**config.mk**
```make
export PLATFORM = sky130hd
export DESIGN_NAME = line_scan_frame_metadata_packer
export DESIGN_NICKNAME = d
export VERILOG_FILES = /design/src/inc/meta_pkg.sv /design/src/inc/meta_stream_if.sv /design/src/core/meta_word_store.sv /design/src/core/meta_skid_buffer.sv /design/src/core/line_scan_frame_metadata_packer.sv
export SDC_FILE = /design/constraint.sdc
export NUM_CORES = 1
export LEC_CHECK = 0
export BUFFER_PORTS_ARGS = -buffer_cell sky130_fd_sc_hd__buf_2
export CORE_MARGIN = 2
export CORE_UTILIZATION = 63
export DETAILED_ROUTE_END_ITERATION = 16
export GPL_ROUTABILITY_DRIVEN = 0
export GPL_TIMING_DRIVEN = 1
export PLACE_DENSITY_LB_ADDON = 0.25
export SYNTH_ARGS = -nofsm -noshare
export SYNTH_HDL_FRONTEND = slang
export SYNTH_SLANG_ARGS = --single-unit
```
**constraint.sdc**
```tcl
create_clock -name sys_clk -period 26.2 [get_ports sys_clk]
set_input_delay 7.86 -clock sys_clk [delete_from_list [all_inputs] [get_ports sys_clk]]
set_output_delay 7.86 -clock sys_clk [all_outputs]
set_load 0.005 [all_outputs]
```
**src/inc/meta_pkg.sv**
```systemverilog
package meta_pkg;
	localparam int WORD_COUNT = 6;
	localparam int IDX_W = 3;
	localparam logic [IDX_W-1:0] WORD_FIRST = 3'h0;
	localparam logic [IDX_W-1:0] WORD_LINE = 3'h1;
	localparam logic [IDX_W-1:0] WORD_STAMP = 3'h2;
	localparam logic [IDX_W-1:0] WORD_TMR_A = 3'h3;
	localparam logic [IDX_W-1:0] WORD_TMR_B = 3'h4;
	localparam logic [IDX_W-1:0] WORD_IDENT = 3'h5;
	localparam logic [IDX_W-1:0] WORD_LAST = 3'h5;

	localparam int GAIN_LSB = 48;
	localparam int GAIN_W = 16;
	localparam int IO_LSB = 40;
	localparam int IO_W = 8;
	localparam int FFC_LSB = 36;
	localparam int PRESET_LSB = 32;
	localparam int SET_W = 4;
	localparam int EXPO_LSB = 0;
	localparam int HALF_W = 32;
	localparam int HI_LSB = 32;
	localparam int LO_LSB = 0;
	localparam int TRIG_LSB = 32;
	localparam int TRIG_W = 24;
	localparam int CNT_B_ST_LSB = 25;
	localparam int CNT_A_ST_LSB = 22;
	localparam int TMR_B_ST_LSB = 19;
	localparam int TMR_A_ST_LSB = 16;
	localparam int ST_W = 3;
	localparam int LINE_POS_LSB = 0;
	localparam int LINE_POS_W = 16;

	// exposure input is already in counts of this many ns
	localparam int EXPOSURE_UNIT_NS = 10;

	localparam logic [ST_W-1:0] ST_IDLE = 3'h0;
	localparam logic [ST_W-1:0] ST_TRIG_WAIT = 3'h1;
	localparam logic [ST_W-1:0] ST_ACTIVE = 3'h2;
	localparam logic [ST_W-1:0] ST_COMPLETED = 3'h3;
	localparam logic [ST_W-1:0] ST_OVERFLOW = 3'h4;
	localparam logic [ST_W-1:0] ST_WAIT_DELAY = 3'h5;

	localparam logic [TRIG_W-1:0] TRIG_RESET = 24'h000000;
	localparam logic [LINE_POS_W-1:0] LINE_POS_RESET = 16'h0000;
	localparam logic [HALF_W-1:0] FRAME_RESET = 32'h00000000;
	localparam logic [IO_W-1:0] IO_RESET = 8'h00;

	typedef logic [63:0] metadata_word64_t;
	typedef struct packed {
		metadata_word64_t data;
		logic [IDX_W-1:0] index;
		logic last;
	} meta_beat_t;
	typedef enum logic [1:0] {PK_IDLE, PK_WRITE, PK_ADDR, PK_PUSH} packer_state_t;
endpackage

```
**src/inc/meta_stream_if.sv**
```systemverilog
interface meta_stream_if;
	import meta_pkg::*;
	meta_beat_t beat;
	logic valid;
	logic ready;
	modport src(output beat, output valid, input ready);
	modport snk(input beat, input valid, output ready);
endinterface

```
**src/core/meta_word_store.sv**
```systemverilog
module meta_word_store
	import meta_pkg::*;
(
	input logic sys_clk,
	input logic wrEn,
	input logic [IDX_W-1:0] wrAddr,
	input metadata_word64_t wrData,
	input logic [IDX_W-1:0] rdAddr,
	output metadata_word64_t rdData
);
	metadata_word64_t mem [WORD_COUNT];

	always_ff @(posedge sys_clk) begin
		if (wrEn) begin
			mem[wrAddr] <= wrData;
		end
		rdData <= mem[rdAddr];
	end
endmodule

```
**src/core/meta_skid_buffer.sv**
```systemverilog
module meta_skid_buffer
	import meta_pkg::*;
(
	input logic sys_clk,
	input logic reset,
	meta_stream_if.snk inPort,
	meta_stream_if.src outPort
);
	meta_beat_t outBeat, next_outBeat, skidBeat, next_skidBeat;
	logic outValid, next_outValid, skidValid, next_skidValid;

	assign inPort.ready = !skidValid;
	assign outPort.beat = outBeat;
	assign outPort.valid = outValid;

	always_comb begin
		next_outBeat = outBeat;
		next_outValid = outValid;
		next_skidBeat = skidBeat;
		next_skidValid = skidValid;
		if (outPort.ready || !outValid) begin
			if (skidValid) begin
				next_outBeat = skidBeat;
				next_outValid = 1'b1;
				next_skidValid = 1'b0;
			end else begin
				next_outBeat = inPort.beat;
				next_outValid = inPort.valid;
			end
		end else if (inPort.valid && !skidValid) begin
			// receiver stalled: park the word instead of dropping it
			next_skidBeat = inPort.beat;
			next_skidValid = 1'b1;
		end
	end

	always_ff @(posedge sys_clk or posedge reset) begin
		if (reset) begin
			outBeat <= '0;
			outValid <= 1'b0;
			skidBeat <= '0;
			skidValid <= 1'b0;
		end else begin
			outBeat <= next_outBeat;
			outValid <= next_outValid;
			skidBeat <= next_skidBeat;
			skidValid <= next_skidValid;
		end
	end
endmodule

```
**src/core/line_scan_frame_metadata_packer.sv**
```systemverilog
// What this block does
// - word one bits 63:48 carry the digital gain factor
// - word one bits 47:40 carry all I/O line states, first line lowest
// - word one bits 39:36 carry the active flat-field coefficient set index
// - word one bits 35:32 carry the active cycling preset index
// - word one bits 31:0 carry exposure time, one count per 10 ns
// - word two bits 55:32 count line triggers seen in this frame
// - word two bits 27:25 and 24:22 carry counter b and a state codes
// - word two bits 21:19 and 18:16 carry timer b and a state codes
// - word two bits 15:0 carry the line position within the frame
// - word three carries the whole 64-bit timestamp
// - word four: timer a value high half, counter a value low half
// - word five: timer b value high half, counter b value low half
// - word six bits 63:32 carry the settable device identifier
// - frame counter steps at each frame start, word six bits 31:0
module line_scan_frame_metadata_packer
	import meta_pkg::*;
(
	input logic sys_clk,
	input logic reset,
	input logic frameStart,
	input logic frameEnd,
	input logic lineTrigger,
	input logic lineCapture,
	input logic [GAIN_W-1:0] gainDigital,
	input logic [IO_W-1:0] ioLinePins,
	input logic [SET_W-1:0] flatFieldSet,
	input logic [SET_W-1:0] presetSet,
	input logic [HALF_W-1:0] exposureTime,
	input logic [ST_W-1:0] eventCounterAState,
	input logic [ST_W-1:0] eventCounterBState,
	input logic [ST_W-1:0] delayTimerAState,
	input logic [ST_W-1:0] delayTimerBState,
	input metadata_word64_t timestamp,
	input logic [HALF_W-1:0] delayTimerAValue,
	input logic [HALF_W-1:0] eventCounterAValue,
	input logic [HALF_W-1:0] delayTimerBValue,
	input logic [HALF_W-1:0] eventCounterBValue,
	input logic [HALF_W-1:0] deviceId,
	input logic metaReady,
	output logic metaValid,
	output metadata_word64_t metaData,
	output logic [IDX_W-1:0] metaIndex,
	output logic metaLast,
	output logic busy,
	output logic recordMissed
);
	meta_stream_if pushIf();
	meta_stream_if outIf();

	// I/O pins arrive from outside the clock domain: one chain per line
	wire logic [IO_W-1:0] ioStable;

	for (genvar ln = 0; ln < IO_W; ln++) begin : g_ioLine
		logic [2:0] chain, next_chain;
		logic level, next_level;

		always_comb begin
			next_chain = {chain[1:0], ioLinePins[ln]};
			// a line only moves once stages two and three agree
			next_level = (chain[1] == chain[2]) ? chain[2] : level;
		end

		always_ff @(posedge sys_clk or posedge reset) begin
			if (reset) begin
				chain <= {3{IO_RESET[ln]}};
				level <= IO_RESET[ln];
			end else begin
				chain <= next_chain;
				level <= next_level;
			end
		end

		assign ioStable[ln] = level;
	end

	// frame-owned counters
	logic [TRIG_W-1:0] trigCount, next_trigCount;
	logic [LINE_POS_W-1:0] linePos, next_linePos;
	logic [HALF_W-1:0] frameSequenceCount, next_frameSequenceCount;

	always_comb begin
		next_trigCount = trigCount;
		next_linePos = linePos;
		next_frameSequenceCount = frameSequenceCount;
		if (frameStart) begin
			next_trigCount = lineTrigger ? TRIG_W'(1) : TRIG_RESET;
			next_linePos = LINE_POS_RESET;
			next_frameSequenceCount = frameSequenceCount + 32'h1;
		end else begin
			if (lineTrigger) begin
				next_trigCount = trigCount + 24'h1;
			end
			if (lineCapture) begin
				next_linePos = linePos + 16'h1;
			end
		end
	end

	always_ff @(posedge sys_clk or posedge reset) begin
		if (reset) begin
			trigCount <= TRIG_RESET;
			linePos <= LINE_POS_RESET;
			frameSequenceCount <= FRAME_RESET;
		end else begin
			trigCount <= next_trigCount;
			linePos <= next_linePos;
			frameSequenceCount <= next_frameSequenceCount;
		end
	end

	// packer sequencer
	packer_state_t state, next_state;
	logic [IDX_W-1:0] wordIdx, next_wordIdx;
	logic recordStart;
	logic wrEn;
	metadata_word64_t wrData, rdData;

	// end of record, asked by both the writer and the pusher
	function automatic logic isLastWord(input logic [IDX_W-1:0] idx);
		return idx == WORD_LAST;
	endfunction

	// idle test shared by the frame end gate and the status flags
	function automatic logic isIdle(input packer_state_t s);
		return s == PK_IDLE;
	endfunction

	// word indices only ever step by one
	function automatic logic [IDX_W-1:0] stepWord(
		input logic [IDX_W-1:0] idx);
		return idx + 3'h1;
	endfunction

	// a frame end is only taken while no record is in flight
	assign recordStart = frameEnd && isIdle(state);

	always_comb begin
		next_state = state;
		next_wordIdx = wordIdx;
		wrEn = 1'b0;
		pushIf.valid = 1'b0;
		pushIf.beat = '0;
		case (state)
			PK_IDLE: begin
				if (recordStart) begin
					next_wordIdx = WORD_FIRST;
					next_state = PK_WRITE;
				end
			end
			PK_WRITE: begin
				wrEn = 1'b1;
				if (isLastWord(wordIdx)) begin
					next_wordIdx = WORD_FIRST;
					next_state = PK_ADDR;
				end else begin
					next_wordIdx = stepWord(wordIdx);
				end
			end
			PK_ADDR: begin
				// store read happens now; its data stand in the next cycle
				next_state = PK_PUSH;
			end
			PK_PUSH: begin
				pushIf.valid = 1'b1;
				pushIf.beat.data = rdData;
				pushIf.beat.index = wordIdx;
				pushIf.beat.last = isLastWord(wordIdx);
				if (pushIf.ready) begin
					if (isLastWord(wordIdx)) begin
						next_state = PK_IDLE;
					end else begin
						next_wordIdx = stepWord(wordIdx);
						next_state = PK_ADDR;
					end
				end
			end
			default: begin
				next_state = PK_IDLE;
			end
		endcase
	end

	always_ff @(posedge sys_clk or posedge reset) begin
		if (reset) begin
			state <= PK_IDLE;
			wordIdx <= WORD_FIRST;
		end else begin
			state <= next_state;
			wordIdx <= next_wordIdx;
		end
	end

	// frozen at frame end so a quick next frame start cannot clear them
	logic [TRIG_W-1:0] snapTrig, next_snapTrig;
	logic [LINE_POS_W-1:0] snapLinePos, next_snapLinePos;
	logic [HALF_W-1:0] snapFrame, next_snapFrame;

	always_comb begin
		next_snapTrig = snapTrig;
		next_snapLinePos = snapLinePos;
		next_snapFrame = snapFrame;
		if (recordStart) begin
			next_snapTrig = trigCount;
			next_snapLinePos = linePos;
			next_snapFrame = frameSequenceCount;
		end
	end

	always_ff @(posedge sys_clk or posedge reset) begin
		if (reset) begin
			snapTrig <= TRIG_RESET;
			snapLinePos <= LINE_POS_RESET;
			snapFrame <= FRAME_RESET;
		end else begin
			snapTrig <= next_snapTrig;
			snapLinePos <= next_snapLinePos;
			snapFrame <= next_snapFrame;
		end
	end

	// status ports are registered so they leave from flip-flops
	logic next_busy, next_recordMissed;

	always_comb begin
		next_busy = !isIdle(next_state);
		// one record in flight; a frame end meanwhile is reported, not queued
		next_recordMissed = frameEnd && !isIdle(state);
	end

	always_ff @(posedge sys_clk or posedge reset) begin
		if (reset) begin
			busy <= 1'b0;
			recordMissed <= 1'b0;
		end else begin
			busy <= next_busy;
			recordMissed <= next_recordMissed;
		end
	end

	// word assembly; live inputs are sampled on the cycle each word is stored
	always_comb begin
		wrData = '0;
		case (wordIdx)
			WORD_FIRST: begin
				wrData[GAIN_LSB +: GAIN_W] = gainDigital;
				wrData[IO_LSB +: IO_W] = ioStable;
				wrData[FFC_LSB +: SET_W] = flatFieldSet;
				wrData[PRESET_LSB +: SET_W] = presetSet;
				wrData[EXPO_LSB +: HALF_W] = exposureTime;
			end
			WORD_LINE: begin
				wrData[TRIG_LSB +: TRIG_W] = snapTrig;
				wrData[CNT_B_ST_LSB +: ST_W] = eventCounterBState;
				wrData[CNT_A_ST_LSB +: ST_W] = eventCounterAState;
				wrData[TMR_B_ST_LSB +: ST_W] = delayTimerBState;
				wrData[TMR_A_ST_LSB +: ST_W] = delayTimerAState;
				wrData[LINE_POS_LSB +: LINE_POS_W] = snapLinePos;
			end
			WORD_STAMP: begin
				wrData = timestamp;
			end
			WORD_TMR_A: begin
				wrData[HI_LSB +: HALF_W] = delayTimerAValue;
				wrData[LO_LSB +: HALF_W] = eventCounterAValue;
			end
			WORD_TMR_B: begin
				wrData[HI_LSB +: HALF_W] = delayTimerBValue;
				wrData[LO_LSB +: HALF_W] = eventCounterBValue;
			end
			WORD_IDENT: begin
				wrData[HI_LSB +: HALF_W] = deviceId;
				wrData[LO_LSB +: HALF_W] = snapFrame;
			end
			default: begin
				wrData = '0;
			end
		endcase
	end

	// one address serves both sides: all writes end before any read counts
	meta_word_store store (
		.sys_clk(sys_clk),
		.wrEn(wrEn),
		.wrAddr(wordIdx),
		.wrData(wrData),
		.rdAddr(wordIdx),
		.rdData(rdData)
	);

	// two entries, so a receiver stall never costs a word
	meta_skid_buffer buffer (
		.sys_clk(sys_clk),
		.reset(reset),
		.inPort(pushIf),
		.outPort(outIf)
	);

	assign outIf.ready = metaReady;
	// these all come from the buffer's output flip-flops
	assign metaValid = outIf.valid;
	assign metaData = outIf.beat.data;
	assign metaIndex = outIf.beat.index;
	assign metaLast = outIf.beat.last;
endmodule

```
==> results by stage <==
Timing:
- The total of endpoints with negative setup slack in the final report is 0.
- Dividing the final minimum period by the clock period gives 36.0%.
- The slew at the pin with the worst max-slew slack is 1.17 ns.
- The max-slew violation count is 0.
- The final-layout setup total negative slack is 0 ns.
- Setup repair after global routing left no endpoint under its margin.
- The shortest clock period the worst path allows after layout is 9.44 ns.
- For this run, the top clock speed supported by timing is 106 MHz.
- Measured against its own limit, the worst slew margin works out to 21.7%.
- The hold violation total from the final report was 0.
- Clock skew on the completed layout was measured at 0.0228 ns.

Finish:
- In the final design database the tool counted 2702 nets.
- The library cell used most frequently in the layout, excluding fill and tap cells, is sky130_fd_sc_hd__edfxtp_1.
- In the layout the commonest cells are sky130_fd_sc_hd__edfxtp_1, sky130_fd_sc_hd__buf_2, sky130_fd_sc_hd__dfrtp_1.
- Cells with a size suffix above 1 make up 39.4% of the layout.
- The synthesis-to-layout area growth is 14.7%.
- Once layout is complete, the utilization of the core stands at 73.1%.

Logic synthesis:
- The average instance in the mapped netlist occupies 15.6 um^2.
- After synthesis the cells add up to 0.0320 mm^2.
- The share of flip-flops with an asynchronous set or reset is 41.7%.
- The area fraction in compound gates after synthesis is 5.47%.
- The synthesized netlist devotes 0.564% of its cell area to adder and majority cells.
- The main combinational cell family by area after synthesis is multiplexers.
- The leading register cell type out of synthesis is sky130_fd_sc_hd__edfxtp_1.
- For this run, the register share of the synthesized area comes to 65.2%.
- The top cell type by area accounts for 36.1% of the synthesized area.
- The net count of the mapped netlist is 2360.
- The synthesized design spends more area on one cell type than any other, namely sky130_fd_sc_hd__edfxtp_1.
- The number of standard cells after synthesis is 2045.
- In this run, synthesis inferred 384 flip-flops with an integrated enable.
- The simple-gate portion of the synthesized area is 5.39%.
- The xor/xnor share of the synthesized area is 1.48%.
- After synthesis the netlist holds a flip-flop and latch count of 769.
- Of the post-synthesis cell area, the part taken by muxes is 19.4%.
- By area the synthesized netlist is led by sky130_fd_sc_hd__edfxtp_1, sky130_fd_sc_hd__dfrtp_1, sky130_fd_sc_hd__mux2_2, sky130_fd_sc_hd__mux2_4, sky130_fd_sc_hd__mux4_2.
- For this run, the number of Yosys warnings is 0.
- The unique cell type count in the Yosys netlist is 54.

Floorplan:
- The number of ports placed on the die boundary is 378.
- The number of rows created at floorplan is 82.
- For this configuration, the core starts out at a cell density of 63.7%.
- The area inside the core boundary is 0.0502 mm^2.
- The die covers 0.0526 mm^2.
- The die is 229 um tall.
- The die outline width is 229 um.

Power:
- Sequential cells burn 44.9% of the power.
- Of the total power, combinational logic draws 28.5%.
- The maximum VDD drop is 66.1 uV.
- The clock power share is 26.6%.
- Power spread over the standard cell area amounts to 110 mW/mm^2.
- The switching power is 0.00125 W.
- The analysis attributes to cell leakage a power of 15.1 nW.
- Net switching is 30.9% of the power.
- The design internal power is 0.00280 W.

Route:
- Detailed routing inserted a total of 19100 vias.
- The detailed route wirelength on metal3 is 6.21 mm.
- The first-pass iteration count of the detailed router is 10.
- The residual antenna-violating net count after detailed routing is 0.
- Using the TritonRoute via totals, the vias-per-cell ratio works out to 6.12.
- The length of routed wiring on met1 is 31.9 mm.
- Signal routing reaches up to met5.
- The total length of routed wires is 73.6 mm.
- The detailed-route DRC error count is 0.
- Wire segments on met2 add up to 33.9 mm in the final route.
- The first routing iteration left 2220 violations.
- In the final routed layout, each cell accounts on average for 23.6 um.

Critical path:
- STA classifies the critical path endpoint as an asynchronous set/reset pin.
- Data on the critical path arrives at its endpoint at 10.11 ns.
- The setup check on the worst reg-to-reg path leaves a slack of 21.69 ns.
- The path type of the worst setup path is in -> async.
- The worst setup path is launched from a primary input.
- The required time of the worst setup path is 26.87 ns.
- Along the worst path, the maximum fanout reaches 117.

Clock network:
- The TritonCTS clock tree is yes.
- The clock transition at the register clock pins on the worst setup and hold paths after CTS is 0.06 ns.
- For the worst-skew pair, the clock arrives at the later sink with an insertion delay of 0.60 ns.
- The number of buffers added by the clock tree synthesis step is 74.
- The post-cts repair resize count is 0.
- The number of buffers between clock root and the deepest sink is 3.
- The clock tree root buffer cell is sky130_fd_sc_hd__clkbuf_16.
- The TritonCTS sink count is 769.
- The buffer count from post-CTS setup fixing is 0.
- The count of hold buffers inserted by post-cts repair is 0.
- The number of H-tree levels is 3.

Job:
- The number of max-cap violations is 0.

Min path:
- The worst hold-check path type is reg -> reg.

Outcome:
- The run finished with clean final reports.

Global routing:
- The number of antenna violations at the first check in global routing was 8.
- Summed over all layers, the global routing overflow is 0.
- The first global-routing pass estimated 114 mm of wire.
- The overall track demand over capacity in global routing is 28.3%.
- The number of global-route vias before repair came to 19800.
- The maximum number of pins on one net before global-route repair is 118.

Place:
- The number of buffer cells added on primary ports is 377.
- After legalization and detailed placement, the total HPWL measured 46.1 mm.
[synthesized netlist by cell type, types with 11 or more instances]
library cell	number
sky130_fd_sc_hd__o21ai_0	11
sky130_fd_sc_hd__mux4_2	64
sky130_fd_sc_hd__nor2_1	108
sky130_fd_sc_hd__nand3_1	27
sky130_fd_sc_hd__mux2_4	119
sky130_fd_sc_hd__nand4_1	23
sky130_fd_sc_hd__dfxtp_1	64
sky130_fd_sc_hd__xor2_1	20
sky130_fd_sc_hd__a222oi_1	60
sky130_fd_sc_hd__mux2_1	13
sky130_fd_sc_hd__a22oi_1	72
sky130_fd_sc_hd__or3_1	11
sky130_fd_sc_hd__xnor2_1	34
sky130_fd_sc_hd__nand2_1	153
sky130_fd_sc_hd__edfxtp_1	384
sky130_fd_sc_hd__a21oi_1	83
sky130_fd_sc_hd__clkbuf_1	58
sky130_fd_sc_hd__buf_2	49
sky130_fd_sc_hd__dfrtp_1	321
sky130_fd_sc_hd__mux2_2	248
[per-layer routing]
metal,vias to the layer above,global-route usage [%]
met5,-,0
met4,4,8.64
met3,107,5.43
met2,900,43.5
met1,9671,41.7
li1,8437,-
[worst paths after layout]
kind                       cells past startpoint              endpoint                  from
max                                            4     g_ioLine[2].level                 reset
min                                            0  g_ioLine[3].chain[1]  g_ioLine[3].chain[0]
max reg2reg                                    6      store.mem[5][63]            wordIdx[0]
min reg2reg                                    0  g_ioLine[3].chain[1]  g_ioLine[3].chain[0]
max in group sys_clk                           5   buffer.skidBeat[50]             metaReady
min in group asynchronous                      2         snapFrame[17]                 reset
[kinds of logic after synthesis]
family	count (synthesis)
DFF	769
muxes	446
and+or+nand+nor	372
AOI/OAI and AO/OA	244
buffers and inverters	144
xor gates and xnor gates	54
adders and majority gates	16
[cell type report]
type / instances / area, um^2
sequential: 769 / 20900
fill: 3094 / 13500
multi-input combinational: 1132 / 10400
clock buffer: 106 / 2150
timing repair buffer: 400 / 2060
tap: 672 / 841
clock inverter: 31 / 327
inverter: 10 / 46.3
antenna: 4 / 10.0
[power by group through the flow]
stage	sequential [W]	combinational, W	clock [W]
6_report	0.00182	0.00115	0.00108
5_1_grt	0.00185	0.00124	0.00114
4_1_cts	0.00182	0.00115	0.00109
3_5_place_dp	0.00184	0.00114	0
3_3_place_gp	0.00182	0.00110	0
2_1_floorplan	0.00176	0.000834	0
[sequential cells by signal, indices dropped and copies added (netlist names)]
register / count
snapLinePos: 16
snapTrig: 24
wordIdx: 3
frameSequenceCount: 32
snapFrame: 32
busy: 1
state: 2
store.mem: 384
buffer.skidValid: 1
buffer.skidBeat: 68
recordMissed: 1
buffer.outPort.valid: 1
linePos: 16
g_ioLine.chain: 24
store.rdData: 64
g_ioLine.level: 8
buffer.outPort.beat: 68
trigCount: 24
[worst max-delay path, cell delays in order]
cell and delay, ns:
sky130_fd_sc_hd__buf_2 0.13, sky130_fd_sc_hd__inv_8 0.49, sky130_fd_sc_hd__buf_4 0.79, sky130_fd_sc_hd__buf_4 0.69
[stage by stage]
step	area [um^2]	hold slack, ns	power [W]	setup slack (ns)	std cells
2_1_floorplan	32000	0.331	0.00259	9.46	2045
5_1_grt	36700	0.350	0.00423	16.34	3123
3_5_place_dp	34200	0.335	0.00297	16.00	2983
3_3_place_gp	34200	0.333	0.00292	16.07	2983
4_1_cts	36700	0.351	0.00406	16.64	3120
6_report	36700	0.347	0.00405	16.76	3124
Note: power is estimated with default switching activity, not from simulation.
